### src/common/dac_sfc_pkg.sv
// How it works
// - Toggle is enabled per group of eight channels by its own group bit.
// - Every one of 32 channels holds an A and a B data register.
// - Writes to a B register are dropped unless its group toggles.
// - First strobe with toggle shows A, each later strobe swaps A and B.
// - First strobe after toggle is disabled updates outputs from A registers.
// - Monitor mux routes the chosen channel; address 63 floats the monitor output.
// - Thermal shutdown is armed only while the thermal monitor enable is set.
// - When armed, over-temperature powers down all output amplifiers.
// - External reference is selected after power-up until software picks internal.
// - One bit selects internal reference, another picks 2.5 V or 1.25 V.
// - Reset loads defaults and holds outputs at zero until a valid write.
// - Hardware reset performs the same default load as power-on reset.
// - FIFO buffering exists only when the parallel interface is selected.
// - FIFO enable pin is sampled only during reset initialisation.
// - With FIFO enabled a parallel write is accepted every 40 ns.
// - In FIFO operation all 32 channels update within 11.5 microseconds.
package dac_sfc_pkg;
   localparam int NUM_CH = 32;
   localparam int DATA_W = 12;
   localparam int GROUP_SIZE = 8;
   localparam int NUM_GROUPS = NUM_CH / GROUP_SIZE;
   localparam logic [4:0] CTRL_ADDR = 5'h0C;
   localparam logic [1:0] SEL_CTRL = 2'h0;
   localparam logic [1:0] SEL_DATA_A = 2'h3;
   localparam logic [1:0] SEL_DATA_B = 2'h2;
   localparam logic [5:0] MON_OFF_ADDR = 6'h3F;
   // Control word layout.
   localparam int CR_TOGGLE_LSB = 0;
   localparam int CR_THERM_BIT = 6;
   localparam int CR_INTREF_BIT = 8;
   localparam int CR_REFVAL_BIT = 10;
   localparam int CR_MON_BIT = 11;
   localparam int CR_PWRUP_BIT = 7;
   localparam logic [31:0] CTRL_RESET = 32'h0000_0000;
   // Register map, byte addresses.
   localparam logic [7:0] ADDR_CTRL = 8'h00;
   localparam logic [7:0] ADDR_WRITE = 8'h04;
   localparam logic [7:0] ADDR_MON = 8'h08;
   localparam logic [7:0] ADDR_STATUS = 8'h0C;
   localparam logic [7:0] ADDR_STROBE = 8'h10;
   localparam logic [7:0] ADDR_OUT_BASE = 8'h80;
   // Write port word: [11:0] data, [16:12] channel, [18:17] select.
   localparam int WR_ADDR_LSB = 12;
   localparam int WR_SEL_LSB = 17;
   // Timing.
   localparam int CLK_MHZ = 200;
   localparam int WRITE_CYCLE_NS = 40;
   localparam int WRITE_CYCLES = (WRITE_CYCLE_NS * CLK_MHZ + 999) / 1000;
   localparam int UPDATE_NS = 11500;
   localparam int UPDATE_CYCLES = (UPDATE_NS * CLK_MHZ) / 1000;
   localparam int UPD_PER_CH = UPDATE_CYCLES / NUM_CH;
   localparam logic [1:0] RESP_OKAY = 2'h0;
   localparam logic [1:0] RESP_SLVERR = 2'h2;
endpackage

### src/dac_special_function_control.sv
// Decided for this implementation: the register offsets and the AXI4-Lite interface to the registers.
`timescale 1ns/1ps
module dac_special_function_control #(
   parameter int UPD_CYCLES_PER_CH = dac_sfc_pkg::UPD_PER_CH
) (
   input wire logic clk,
   input wire logic sys_rst,
   input wire logic fifo_enable_pin,
   input wire logic parallel_select_pin,
   input wire logic over_temp_pin,
   input wire logic [7:0] s_axi_awaddr,
   input wire logic s_axi_awvalid,
   output logic s_axi_awready,
   input wire logic [31:0] s_axi_wdata,
   input wire logic [3:0] s_axi_wstrb,
   input wire logic s_axi_wvalid,
   output logic s_axi_wready,
   output logic [1:0] s_axi_bresp,
   output logic s_axi_bvalid,
   input wire logic s_axi_bready,
   input wire logic [7:0] s_axi_araddr,
   input wire logic s_axi_arvalid,
   output logic s_axi_arready,
   output logic [31:0] s_axi_rdata,
   output logic [1:0] s_axi_rresp,
   output logic s_axi_rvalid,
   input wire logic s_axi_rready,
   output logic [dac_sfc_pkg::NUM_CH*dac_sfc_pkg::DATA_W-1:0] dac_code,
   output logic amps_powered,
   output logic internal_reference_select,
   output logic reference_value_bit,
   output logic [4:0] monitor_channel,
   output logic monitor_output_oe
);
   localparam int NC = dac_sfc_pkg::NUM_CH;
   localparam int DW = dac_sfc_pkg::DATA_W;
   localparam int NG = dac_sfc_pkg::NUM_GROUPS;

   initial begin
      if (UPD_CYCLES_PER_CH < 1 ||
          UPD_CYCLES_PER_CH * NC > dac_sfc_pkg::UPDATE_CYCLES) begin
         $error("Per-channel update time out of range.");
      end
   end

   // The update sequencer walks the channels one at a time after a strobe.
   // In FIFO mode each slot is stretched so that a full pass fits the
   // documented update budget; otherwise a slot is a single cycle.
   typedef enum logic [1:0] {
      UPD_IDLE = 2'b00,
      UPD_RUN = 2'b01
   } upd_state_t;

   // Pin synchronisers: a change counts once stages two and three agree.
   logic [2:0] fifo_s_r, par_s_r, temp_s_r;
   logic fifo_pin_r, par_pin_r, temp_pin_r;
   always_ff @(posedge clk) begin
      fifo_s_r <= {fifo_s_r[1:0], fifo_enable_pin};
      par_s_r <= {par_s_r[1:0], parallel_select_pin};
      temp_s_r <= {temp_s_r[1:0], over_temp_pin};
      if (fifo_s_r[2] == fifo_s_r[1]) begin
         fifo_pin_r <= fifo_s_r[2];
      end
      if (par_s_r[2] == par_s_r[1]) begin
         par_pin_r <= par_s_r[2];
      end
      if (temp_s_r[2] == temp_s_r[1]) begin
         temp_pin_r <= temp_s_r[2];
      end
   end

   // Each channel keeps an A and a B code plus the code it shows now.
   // The shown code only moves when the sequencer reaches the channel,
   // so a data write alone never disturbs an output.
   // Storage.
   logic [DW-1:0] reg_a_r [NC];
   logic [DW-1:0] reg_b_r [NC];
   logic [DW-1:0] out_r [NC];
   logic [NC-1:0] show_b_r;
   logic [NC-1:0] toggled_r;
   logic [31:0] ctrl_r;
   logic [5:0] mon_sel_r;
   logic shutdown_r;
   logic fifo_mode_r;
   logic init_r;
   logic written_r;
   logic pend_r;

   // The write side holds address and data until both have arrived, in
   // either order, and refuses further ones while a response is pending.
   // This keeps one write in flight and avoids a skid buffer.
   // Every register takes one full aligned word; partial strobes are an error.
   // Bus slave.
   logic aw_held_r, w_held_r;
   logic [7:0] awaddr_r;
   logic [31:0] wdata_r;
   logic [3:0] wstrb_r;
   logic bvalid_r, rvalid_r;
   logic [1:0] bresp_r, rresp_r;
   logic [31:0] rdata_r;
   logic wr_busy_r;
   logic [7:0] space_cnt_r;

   assign s_axi_awready = !aw_held_r && !bvalid_r;
   assign s_axi_wready = !w_held_r && !bvalid_r;
   assign s_axi_arready = !rvalid_r;
   assign s_axi_bvalid = bvalid_r;
   assign s_axi_bresp = bresp_r;
   assign s_axi_rvalid = rvalid_r;
   assign s_axi_rdata = rdata_r;
   assign s_axi_rresp = rresp_r;

   wire wr_go = aw_held_r && w_held_r && !bvalid_r;
   wire rd_go = s_axi_arvalid && s_axi_arready;
   wire full_word = (wstrb_r == 4'hF);
   wire hit_ctrl = (awaddr_r == dac_sfc_pkg::ADDR_CTRL);
   wire hit_write = (awaddr_r == dac_sfc_pkg::ADDR_WRITE);
   wire hit_mon = (awaddr_r == dac_sfc_pkg::ADDR_MON);
   wire hit_strobe = (awaddr_r == dac_sfc_pkg::ADDR_STROBE);
   wire wr_known = hit_ctrl || hit_write || hit_mon || hit_strobe;

   // The FIFO paces parallel writes; a write too soon is refused.
   wire fifo_active = fifo_mode_r && par_pin_r;
   wire write_paced = !fifo_active || (space_cnt_r == 8'h00);

   // Decoded data-port write.
   wire [DW-1:0] w_code = wdata_r[DW-1:0];
   wire [4:0] w_ch = wdata_r[dac_sfc_pkg::WR_ADDR_LSB +: 5];
   wire [1:0] w_sel = wdata_r[dac_sfc_pkg::WR_SEL_LSB +: 2];
   wire data_wr = wr_go && hit_write && full_word && write_paced;
   wire is_ctrl_wr = data_wr && (w_sel == dac_sfc_pkg::SEL_CTRL)
      && (w_ch == dac_sfc_pkg::CTRL_ADDR);
   wire is_a_wr = data_wr && (w_sel == dac_sfc_pkg::SEL_DATA_A);
   wire is_b_wr = data_wr && (w_sel == dac_sfc_pkg::SEL_DATA_B);
   wire direct_ctrl = wr_go && hit_ctrl && full_word;
   wire ctrl_load = is_ctrl_wr || direct_ctrl;
   wire [31:0] ctrl_new = direct_ctrl ? wdata_r :
      {20'h0, wdata_r[DW-1:0]};
   wire strobe = wr_go && hit_strobe && full_word;

   function automatic logic group_on(input logic [31:0] c,
                                     input logic [4:0] ch);
      group_on = c[dac_sfc_pkg::CR_TOGGLE_LSB +
                   int'(ch) / dac_sfc_pkg::GROUP_SIZE];
   endfunction

   wire b_allowed = group_on(ctrl_r, w_ch);
   wire soft_pwrup = ctrl_load && ctrl_new[dac_sfc_pkg::CR_PWRUP_BIT];
   wire therm_en = ctrl_r[dac_sfc_pkg::CR_THERM_BIT];
   wire wr_err = !wr_known || !full_word || (hit_write && !write_paced);

   always_ff @(posedge clk) begin
      if (sys_rst) begin
         aw_held_r <= 1'b0;
         w_held_r <= 1'b0;
         bvalid_r <= 1'b0;
         bresp_r <= dac_sfc_pkg::RESP_OKAY;
         awaddr_r <= 8'h00;
         wdata_r <= 32'h0000_0000;
         wstrb_r <= 4'h0;
      end else begin
         if (s_axi_awvalid && s_axi_awready) begin
            aw_held_r <= 1'b1;
            awaddr_r <= s_axi_awaddr;
         end
         if (s_axi_wvalid && s_axi_wready) begin
            w_held_r <= 1'b1;
            wdata_r <= s_axi_wdata;
            wstrb_r <= s_axi_wstrb;
         end
         if (wr_go) begin
            aw_held_r <= 1'b0;
            w_held_r <= 1'b0;
            bvalid_r <= 1'b1;
            bresp_r <= wr_err ? dac_sfc_pkg::RESP_SLVERR
               : dac_sfc_pkg::RESP_OKAY;
         end else if (bvalid_r && s_axi_bready) begin
            bvalid_r <= 1'b0;
         end
      end
   end

   // Reads answer one cycle after the address is taken.
   // The output codes can be read back so software can see toggle state.
   // Unmapped addresses answer with an error and zero data.
   // Read side.
   wire [7:0] ra = s_axi_araddr;
   wire ra_out = (ra >= dac_sfc_pkg::ADDR_OUT_BASE) && (ra[1:0] == 2'b00);
   wire [4:0] ra_ch = ra[6:2];
   wire [31:0] status_word = {26'h0, written_r, fifo_active, pend_r,
      shutdown_r, therm_en, amps_powered};
   always_ff @(posedge clk) begin
      if (sys_rst) begin
         rvalid_r <= 1'b0;
         rdata_r <= 32'h0000_0000;
         rresp_r <= dac_sfc_pkg::RESP_OKAY;
      end else if (rd_go) begin
         rvalid_r <= 1'b1;
         rresp_r <= dac_sfc_pkg::RESP_OKAY;
         if (ra == dac_sfc_pkg::ADDR_CTRL) begin
            rdata_r <= ctrl_r;
         end else if (ra == dac_sfc_pkg::ADDR_MON) begin
            rdata_r <= {26'h0, mon_sel_r};
         end else if (ra == dac_sfc_pkg::ADDR_STATUS) begin
            rdata_r <= status_word;
         end else if (ra_out) begin
            rdata_r <= {20'h0, out_r[ra_ch]};
         end else begin
            rdata_r <= 32'h0000_0000;
            rresp_r <= dac_sfc_pkg::RESP_SLVERR;
         end
      end else if (rvalid_r && s_axi_rready) begin
         rvalid_r <= 1'b0;
      end
   end

   // The FIFO mode is latched once, right after reset, so a later change
   // of the pin has no effect until the next reset.
   // The soft power-up bit is a command and never stays set in the register.
   // Over temperature wins over any clear in the same cycle.
   // Control, reference, monitor, thermal state.
   always_ff @(posedge clk) begin
      if (sys_rst) begin
         ctrl_r <= dac_sfc_pkg::CTRL_RESET;
         mon_sel_r <= dac_sfc_pkg::MON_OFF_ADDR;
         shutdown_r <= 1'b0;
         init_r <= 1'b1;
         fifo_mode_r <= 1'b0;
         space_cnt_r <= 8'h00;
         written_r <= 1'b0;
      end else begin
         init_r <= 1'b0;
         if (init_r) begin
            fifo_mode_r <= fifo_pin_r;
         end
         if (ctrl_load) begin
            ctrl_r <= ctrl_new;
            ctrl_r[dac_sfc_pkg::CR_PWRUP_BIT] <= 1'b0;
         end
         if (wr_go && hit_mon && full_word) begin
            mon_sel_r <= wdata_r[5:0];
         end
         if (therm_en && temp_pin_r) begin
            shutdown_r <= 1'b1;
         end else if (soft_pwrup && !temp_pin_r) begin
            shutdown_r <= 1'b0;
         end else if (!therm_en) begin
            shutdown_r <= 1'b0;
         end
         if (data_wr && fifo_active) begin
            space_cnt_r <= 8'(dac_sfc_pkg::WRITE_CYCLES - 1);
         end else if (space_cnt_r != 8'h00) begin
            space_cnt_r <= space_cnt_r - 8'h01;
         end
         if (is_a_wr || (is_b_wr && b_allowed)) begin
            written_r <= 1'b1;
         end
      end
   end

   assign amps_powered = !shutdown_r;
   assign internal_reference_select = ctrl_r[dac_sfc_pkg::CR_INTREF_BIT];
   assign reference_value_bit = ctrl_r[dac_sfc_pkg::CR_REFVAL_BIT];
   assign monitor_channel = mon_sel_r[4:0];
   assign monitor_output_oe = ctrl_r[dac_sfc_pkg::CR_MON_BIT]
      && (mon_sel_r != dac_sfc_pkg::MON_OFF_ADDR);

   // Output update sequencer: one channel per slot, 32 slots within 11.5 us in FIFO mode.
   upd_state_t upd_state_r;
   logic [4:0] upd_ch_r;
   logic [15:0] upd_cnt_r;
   wire upd_slot = (upd_cnt_r == 16'h0000);
   wire upd_last = upd_slot && (upd_ch_r == 5'(NC - 1));

   always_ff @(posedge clk) begin
      if (sys_rst) begin
         upd_state_r <= UPD_IDLE;
         upd_ch_r <= 5'h00;
         upd_cnt_r <= 16'h0000;
         pend_r <= 1'b0;
      end else begin
         case (upd_state_r)
            UPD_IDLE: begin
               if (strobe) begin
                  pend_r <= 1'b1;
                  upd_ch_r <= 5'h00;
                  upd_cnt_r <= fifo_active ?
                     16'(UPD_CYCLES_PER_CH - 1) : 16'h0000;
                  upd_state_r <= UPD_RUN;
               end
            end
            UPD_RUN: begin
               if (!upd_slot) begin
                  upd_cnt_r <= upd_cnt_r - 16'h0001;
               end else if (upd_last) begin
                  pend_r <= 1'b0;
                  upd_state_r <= UPD_IDLE;
               end else begin
                  upd_ch_r <= upd_ch_r + 5'h01;
                  upd_cnt_r <= fifo_active ?
                     16'(UPD_CYCLES_PER_CH - 1) : 16'h0000;
               end
            end
            default: begin
               upd_state_r <= UPD_IDLE;
            end
         endcase
      end
   end

   // Per-channel logic: data registers, toggle phase and shown code.
   // A channel whose group is not toggling is loaded from its A code at each update, and
   // its B register ignores writes.
   // The first strobe after toggling starts shows A, later strobes swap.
   // Outputs read as zero until the first valid data write after reset.
   genvar gi;
   generate
      for (gi = 0; gi < NC; gi++) begin : g_ch
         wire grp = ctrl_r[dac_sfc_pkg::CR_TOGGLE_LSB +
            gi / dac_sfc_pkg::GROUP_SIZE];
         wire hit = (w_ch == 5'(gi));
         wire upd_now = (upd_state_r == UPD_RUN) && upd_slot
            && (upd_ch_r == 5'(gi));
         always_ff @(posedge clk) begin
            if (sys_rst) begin
               reg_a_r[gi] <= '0;
               reg_b_r[gi] <= '0;
               out_r[gi] <= '0;
               show_b_r[gi] <= 1'b0;
               toggled_r[gi] <= 1'b0;
            end else begin
               if (is_a_wr && hit) begin
                  reg_a_r[gi] <= w_code;
               end
               if (is_b_wr && hit && grp) begin
                  reg_b_r[gi] <= w_code;
               end
               if (upd_now) begin
                  if (grp && toggled_r[gi]) begin
                     show_b_r[gi] <= !show_b_r[gi];
                     out_r[gi] <= show_b_r[gi] ? reg_a_r[gi] : reg_b_r[gi];
                  end else begin
                     show_b_r[gi] <= 1'b0;
                     out_r[gi] <= reg_a_r[gi];
                  end
                  toggled_r[gi] <= grp;
               end
            end
         end
         assign dac_code[gi*DW +: DW] = written_r ? out_r[gi] : '0;
      end
   endgenerate
endmodule
### config.mk
export PLATFORM = sky130hd
export DESIGN_NAME = dac_special_function_control
export DESIGN_NICKNAME = d
export VERILOG_FILES = /design/src/common/dac_sfc_pkg.sv /design/src/dac_special_function_control.sv
export SDC_FILE = /design/constraint.sdc
export NUM_CORES = 2
export LEC_CHECK = 0
export ABC_CLOCK_PERIOD_IN_PS = 8300
export BUFFER_PORTS_ARGS = -buffer_cell sky130_fd_sc_hd__buf_2
export CAP_MARGIN = 10
export CORE_MARGIN = 2
export CORE_UTILIZATION = 50
export DETAILED_ROUTE_END_ITERATION = 12
export PLACE_DENSITY = 0.71
export SLEW_MARGIN = 20
export SYNTH_ARGS = -nofsm -noshare
export SYNTH_HDL_FRONTEND = slang
export SYNTH_SLANG_ARGS = --single-unit
### constraint.sdc
create_clock -name clk -period 8.3 [get_ports clk]
set_clock_uncertainty 0.05 [all_clocks]
set_input_delay 0.415 -clock clk [delete_from_list [all_inputs] [get_ports clk]]
set_output_delay 0.415 -clock clk [all_outputs]
set_load 0.01 [all_outputs]
==> impl_results.md <==
- Status: finished, final reports clean
- Hold Crit Class: in2reg
- Fin nets: 5,415
- Syn-to-layout area delta: 15.68%
- Fmax achieved: about 0.23 GHz
- PwrDens: 218.9 nW/µm²
- GR Util All Layers: 0.3615
- Buf/Inv on CP: 1
- Count of different cell masters after synthesis: between 60 and 70
- Fin crit period: 4.286 ns
- Vias per cell: 6.387
- DR iter-0 viols: 7,890
- CP cell instances: nor4_1, and3_1, buf_4, nand3_1, o31ai_2
- Worst flop-to-flop path startpoint: upd_cnt_r[7]
- Post-synth ARST share: 0
- Worst-path clk slew: ~0.070 ns
- Routability cong.: 1.028
- Die width: 351.6 µm
- Leak: 25.97 nW
- Total die area: approximately 120,000 µm²
- Hold EP: init_r
- Mapped Area: roughly 60,000 µm²
- Slowest cell on crit path: o31ai_2
- Final global-route overflow total: 0
- Drt pass-1 iters: 8
- YS warnings: 0
- Post-Syn Instances: 4,960
- Syn Area/Cell: 12.18 µm²
- Slew headroom: 0.1634
- Max Cap Viol: 0
- Root Driver: clkbuf_16
- EDFF count, synth: 1,155
- Final Setup Violations: 0
- Wire per inst: between 30 and 40 µm
- Ys flop type: edfxtp_1
- HP Start: sys_rst
- Global-route wire length before repair: 310,800 µm
- Vias post-DR: between 40,000 and 50,000
- CP Capture Type: register
- IO Count: around 500
- Synthesis-stage register bit count: 1,381
- Die Ht: approximately 350 µm
- Core area: roughly 120,000 µm²
- Pins Over Slew Limit: 0
- Levels on crit path: 5
- DRC Markers: 0
- CTS max path bufs: 3
- Period utilisation layout: 0.5164
- Dpl cells: 6,760
- IO Port Bufs: between 400 and 500
- Layout cells sized above 1: 0.1911
- FF-to-FF End: out_r[8][6]
- Most frequent cells in the layout: 1,155 x edfxtp_1, 789 x and2_1, 538 x nand2_1
- HPWL after DPL: 158,300 µm
- Maximum vdd ir drop: 0.0001731 V
- RSZ-0062 raised after global routing: no
- Crit-path leading delay family: simple AND/OR/NAND/NOR gates
- CTS tree: yes
- Detail Route Antenna Nets: 0
- Initial Util: 0.5042
- Clock Latency Late Sink: 0.77 ns
- Commonest non-fill, non-tap cell in the layout: edfxtp_1
- Final instance area: 69,880 µm²
- Actual slew at the worst max-slew pin: 1.251 ns
- Vias in the first global route: around 42,000
- CP peak stage delay: 1.24 ns
- Routed WL: 227,200 µm
- Hold Fails Final Rpt: 0
- Hold-critical path depth: 1
- Post-CTS setup buffers: 0
- Setup tns final: 0 ns
- CTS buffer count: 143
- Pin count of the biggest net entering global routing: 148
- Worst EP required: roughly 8.6 ns
- Setup ws final: approximately 4 ns
- Cell Rows: roughly 130
- Dpl ws: 4.310 ns
- R2R Setup Slk: 4.01 ns
- CP arrival: 4.62 ns
- H-tree Lvls: 4
- Non-filler cells, final: 7,091
- FF-to-FF path depth: 5
- Clock sinks: 1,381
- Placed inst area: 64,420 µm²
- CP startpoint kind: register
- Crit Path Category: reg2reg
- CP max FO: 26
- Register area share after synthesis: 0.6490
- Initial antenna violation count: 37
==> power by group <==
group / internal [mW] / switching [mW]
logic: 0.220 / 0.565
clock network: 3.78 / 2.77
registers: 7.73 / 0.229
total: 11.7 / 3.57
==> layer usage <==
metal / vias to the layer above / GRT usage / part of all wire
li1: 18600 / - / -
met1: 21990 / 0.4536 / 0.33
met2: 3866 / 0.5251 / 0.43
met3: 808 / 0.1367 / 0.16
met4: 26 / 0.2343 / 0.077
met5: - / 0 / 0.00076
==> final cells by class <==
cell class                 instances  area, µm²
inverter                          29      111.4
fill                            9630      49930
timing repair buffer             653       3829
antenna                           22      55.05
clock buffer                     183       3918
multi-input combinational       3135      19950
clock inverter                    76      773.2
tap                             1612       2017
sequential                      1381      39230
==> worst max path at each step <==
stage,from,endpoint,slack [ns]
5_1_grt,upd_cnt_r[7],out_r[8][0],3.96
3_5_place_dp,upd_cnt_r[7],out_r[4][1],4.31
2_1_floorplan,awaddr_r[0],reg_b_r[1][100],4.86
3_3_place_gp,s_axi_araddr[2],s_axi_rdata[2],4.34
6_report,upd_cnt_r[7],out_r[8][6],4.01
4_1_cts,upd_cnt_r[7],out_r[4][0],4.27
==> cell families after synthesis <==
group | share of synthesized area
simple gates | 0.1839
flops | 0.6490
compound gates | 0.08761
buf+inv | 0.02951
mux | 0.04675
fa+ha+maj | 0.002071
xor+xnor | 0.001015
other cells | 0.00006208
==> cell usage after synthesis, types with 9 or more instances <==
master	instances	area [µm²]
nand2b_1	13	81.33
mux2i_1	47	470.5
dfxtp_1	226	4524
or2_2	11	68.82
and3_1	13	81.33
or4_1	9	67.56
nor3_1	42	210.2
nor4_2	15	187.7
mux4_2	88	1982
mux2_2	33	371.6
and2_1	789	4936
nand3_1	109	545.5
clkbuf_1	323	1212
a21oi_1	264	1321
buf_2	65	325.3
buf_1	19	71.32
edfxtp_1	1155	34680
a21o_1	9	67.56
nor4_1	20	125.1
a22o_1	300	2628
nand2_1	538	2019
o21ai_0	103	515.5
inv_1	28	105.1
a211oi_1	17	127.6
nor2_1	496	1862
o22ai_1	22	137.6
nor2b_1	18	112.6
o41ai_1	10	87.58
o31ai_1	17	127.6
nand4_1	37	231.5
ha_1	10	125.1
or3_1	16	100.1
==> state kept, by name, indices dropped and copies added, names as in the netlist, 3 cells and up <==
name	flops
mon_sel_r	6
toggled_r	32
par_s_r	3
upd_ch_r	5
out_r	384
reg_a_r	384
show_b_r	32
awaddr_r	8
space_cnt_r	8
temp_s_r	3
reg_b_r	384
s_axi_rdata	32
wdata_r	32
fifo_s_r	3
upd_cnt_r	16
ctrl_r	31
wstrb_r	4
==> through the flow <==
| stage | utilization | total power [mW] | hold WS (ns) |
|---|---|---|---|
| finish | 0.5832 | 15.29 | 0.06283 |
| global route | 0.5828 | 15.54 | 0.06056 |
| CTS | 0.5810 | 15.21 | 0.03348 |
| detailed placement | 0.5377 | 8.805 | 0.2712 |
| global placement | 0.5361 | 8.791 | 0.2675 |
| floorplan | - | 8.358 | 0.2596 |
==> timing repair <==
item	4_1_cts	5_1_grt
gates resized for setup	0	0
hold buffers	50	0
endpoints found under the hold margin	49	0
No activity file was read; power rests on OpenSTA's default activity.
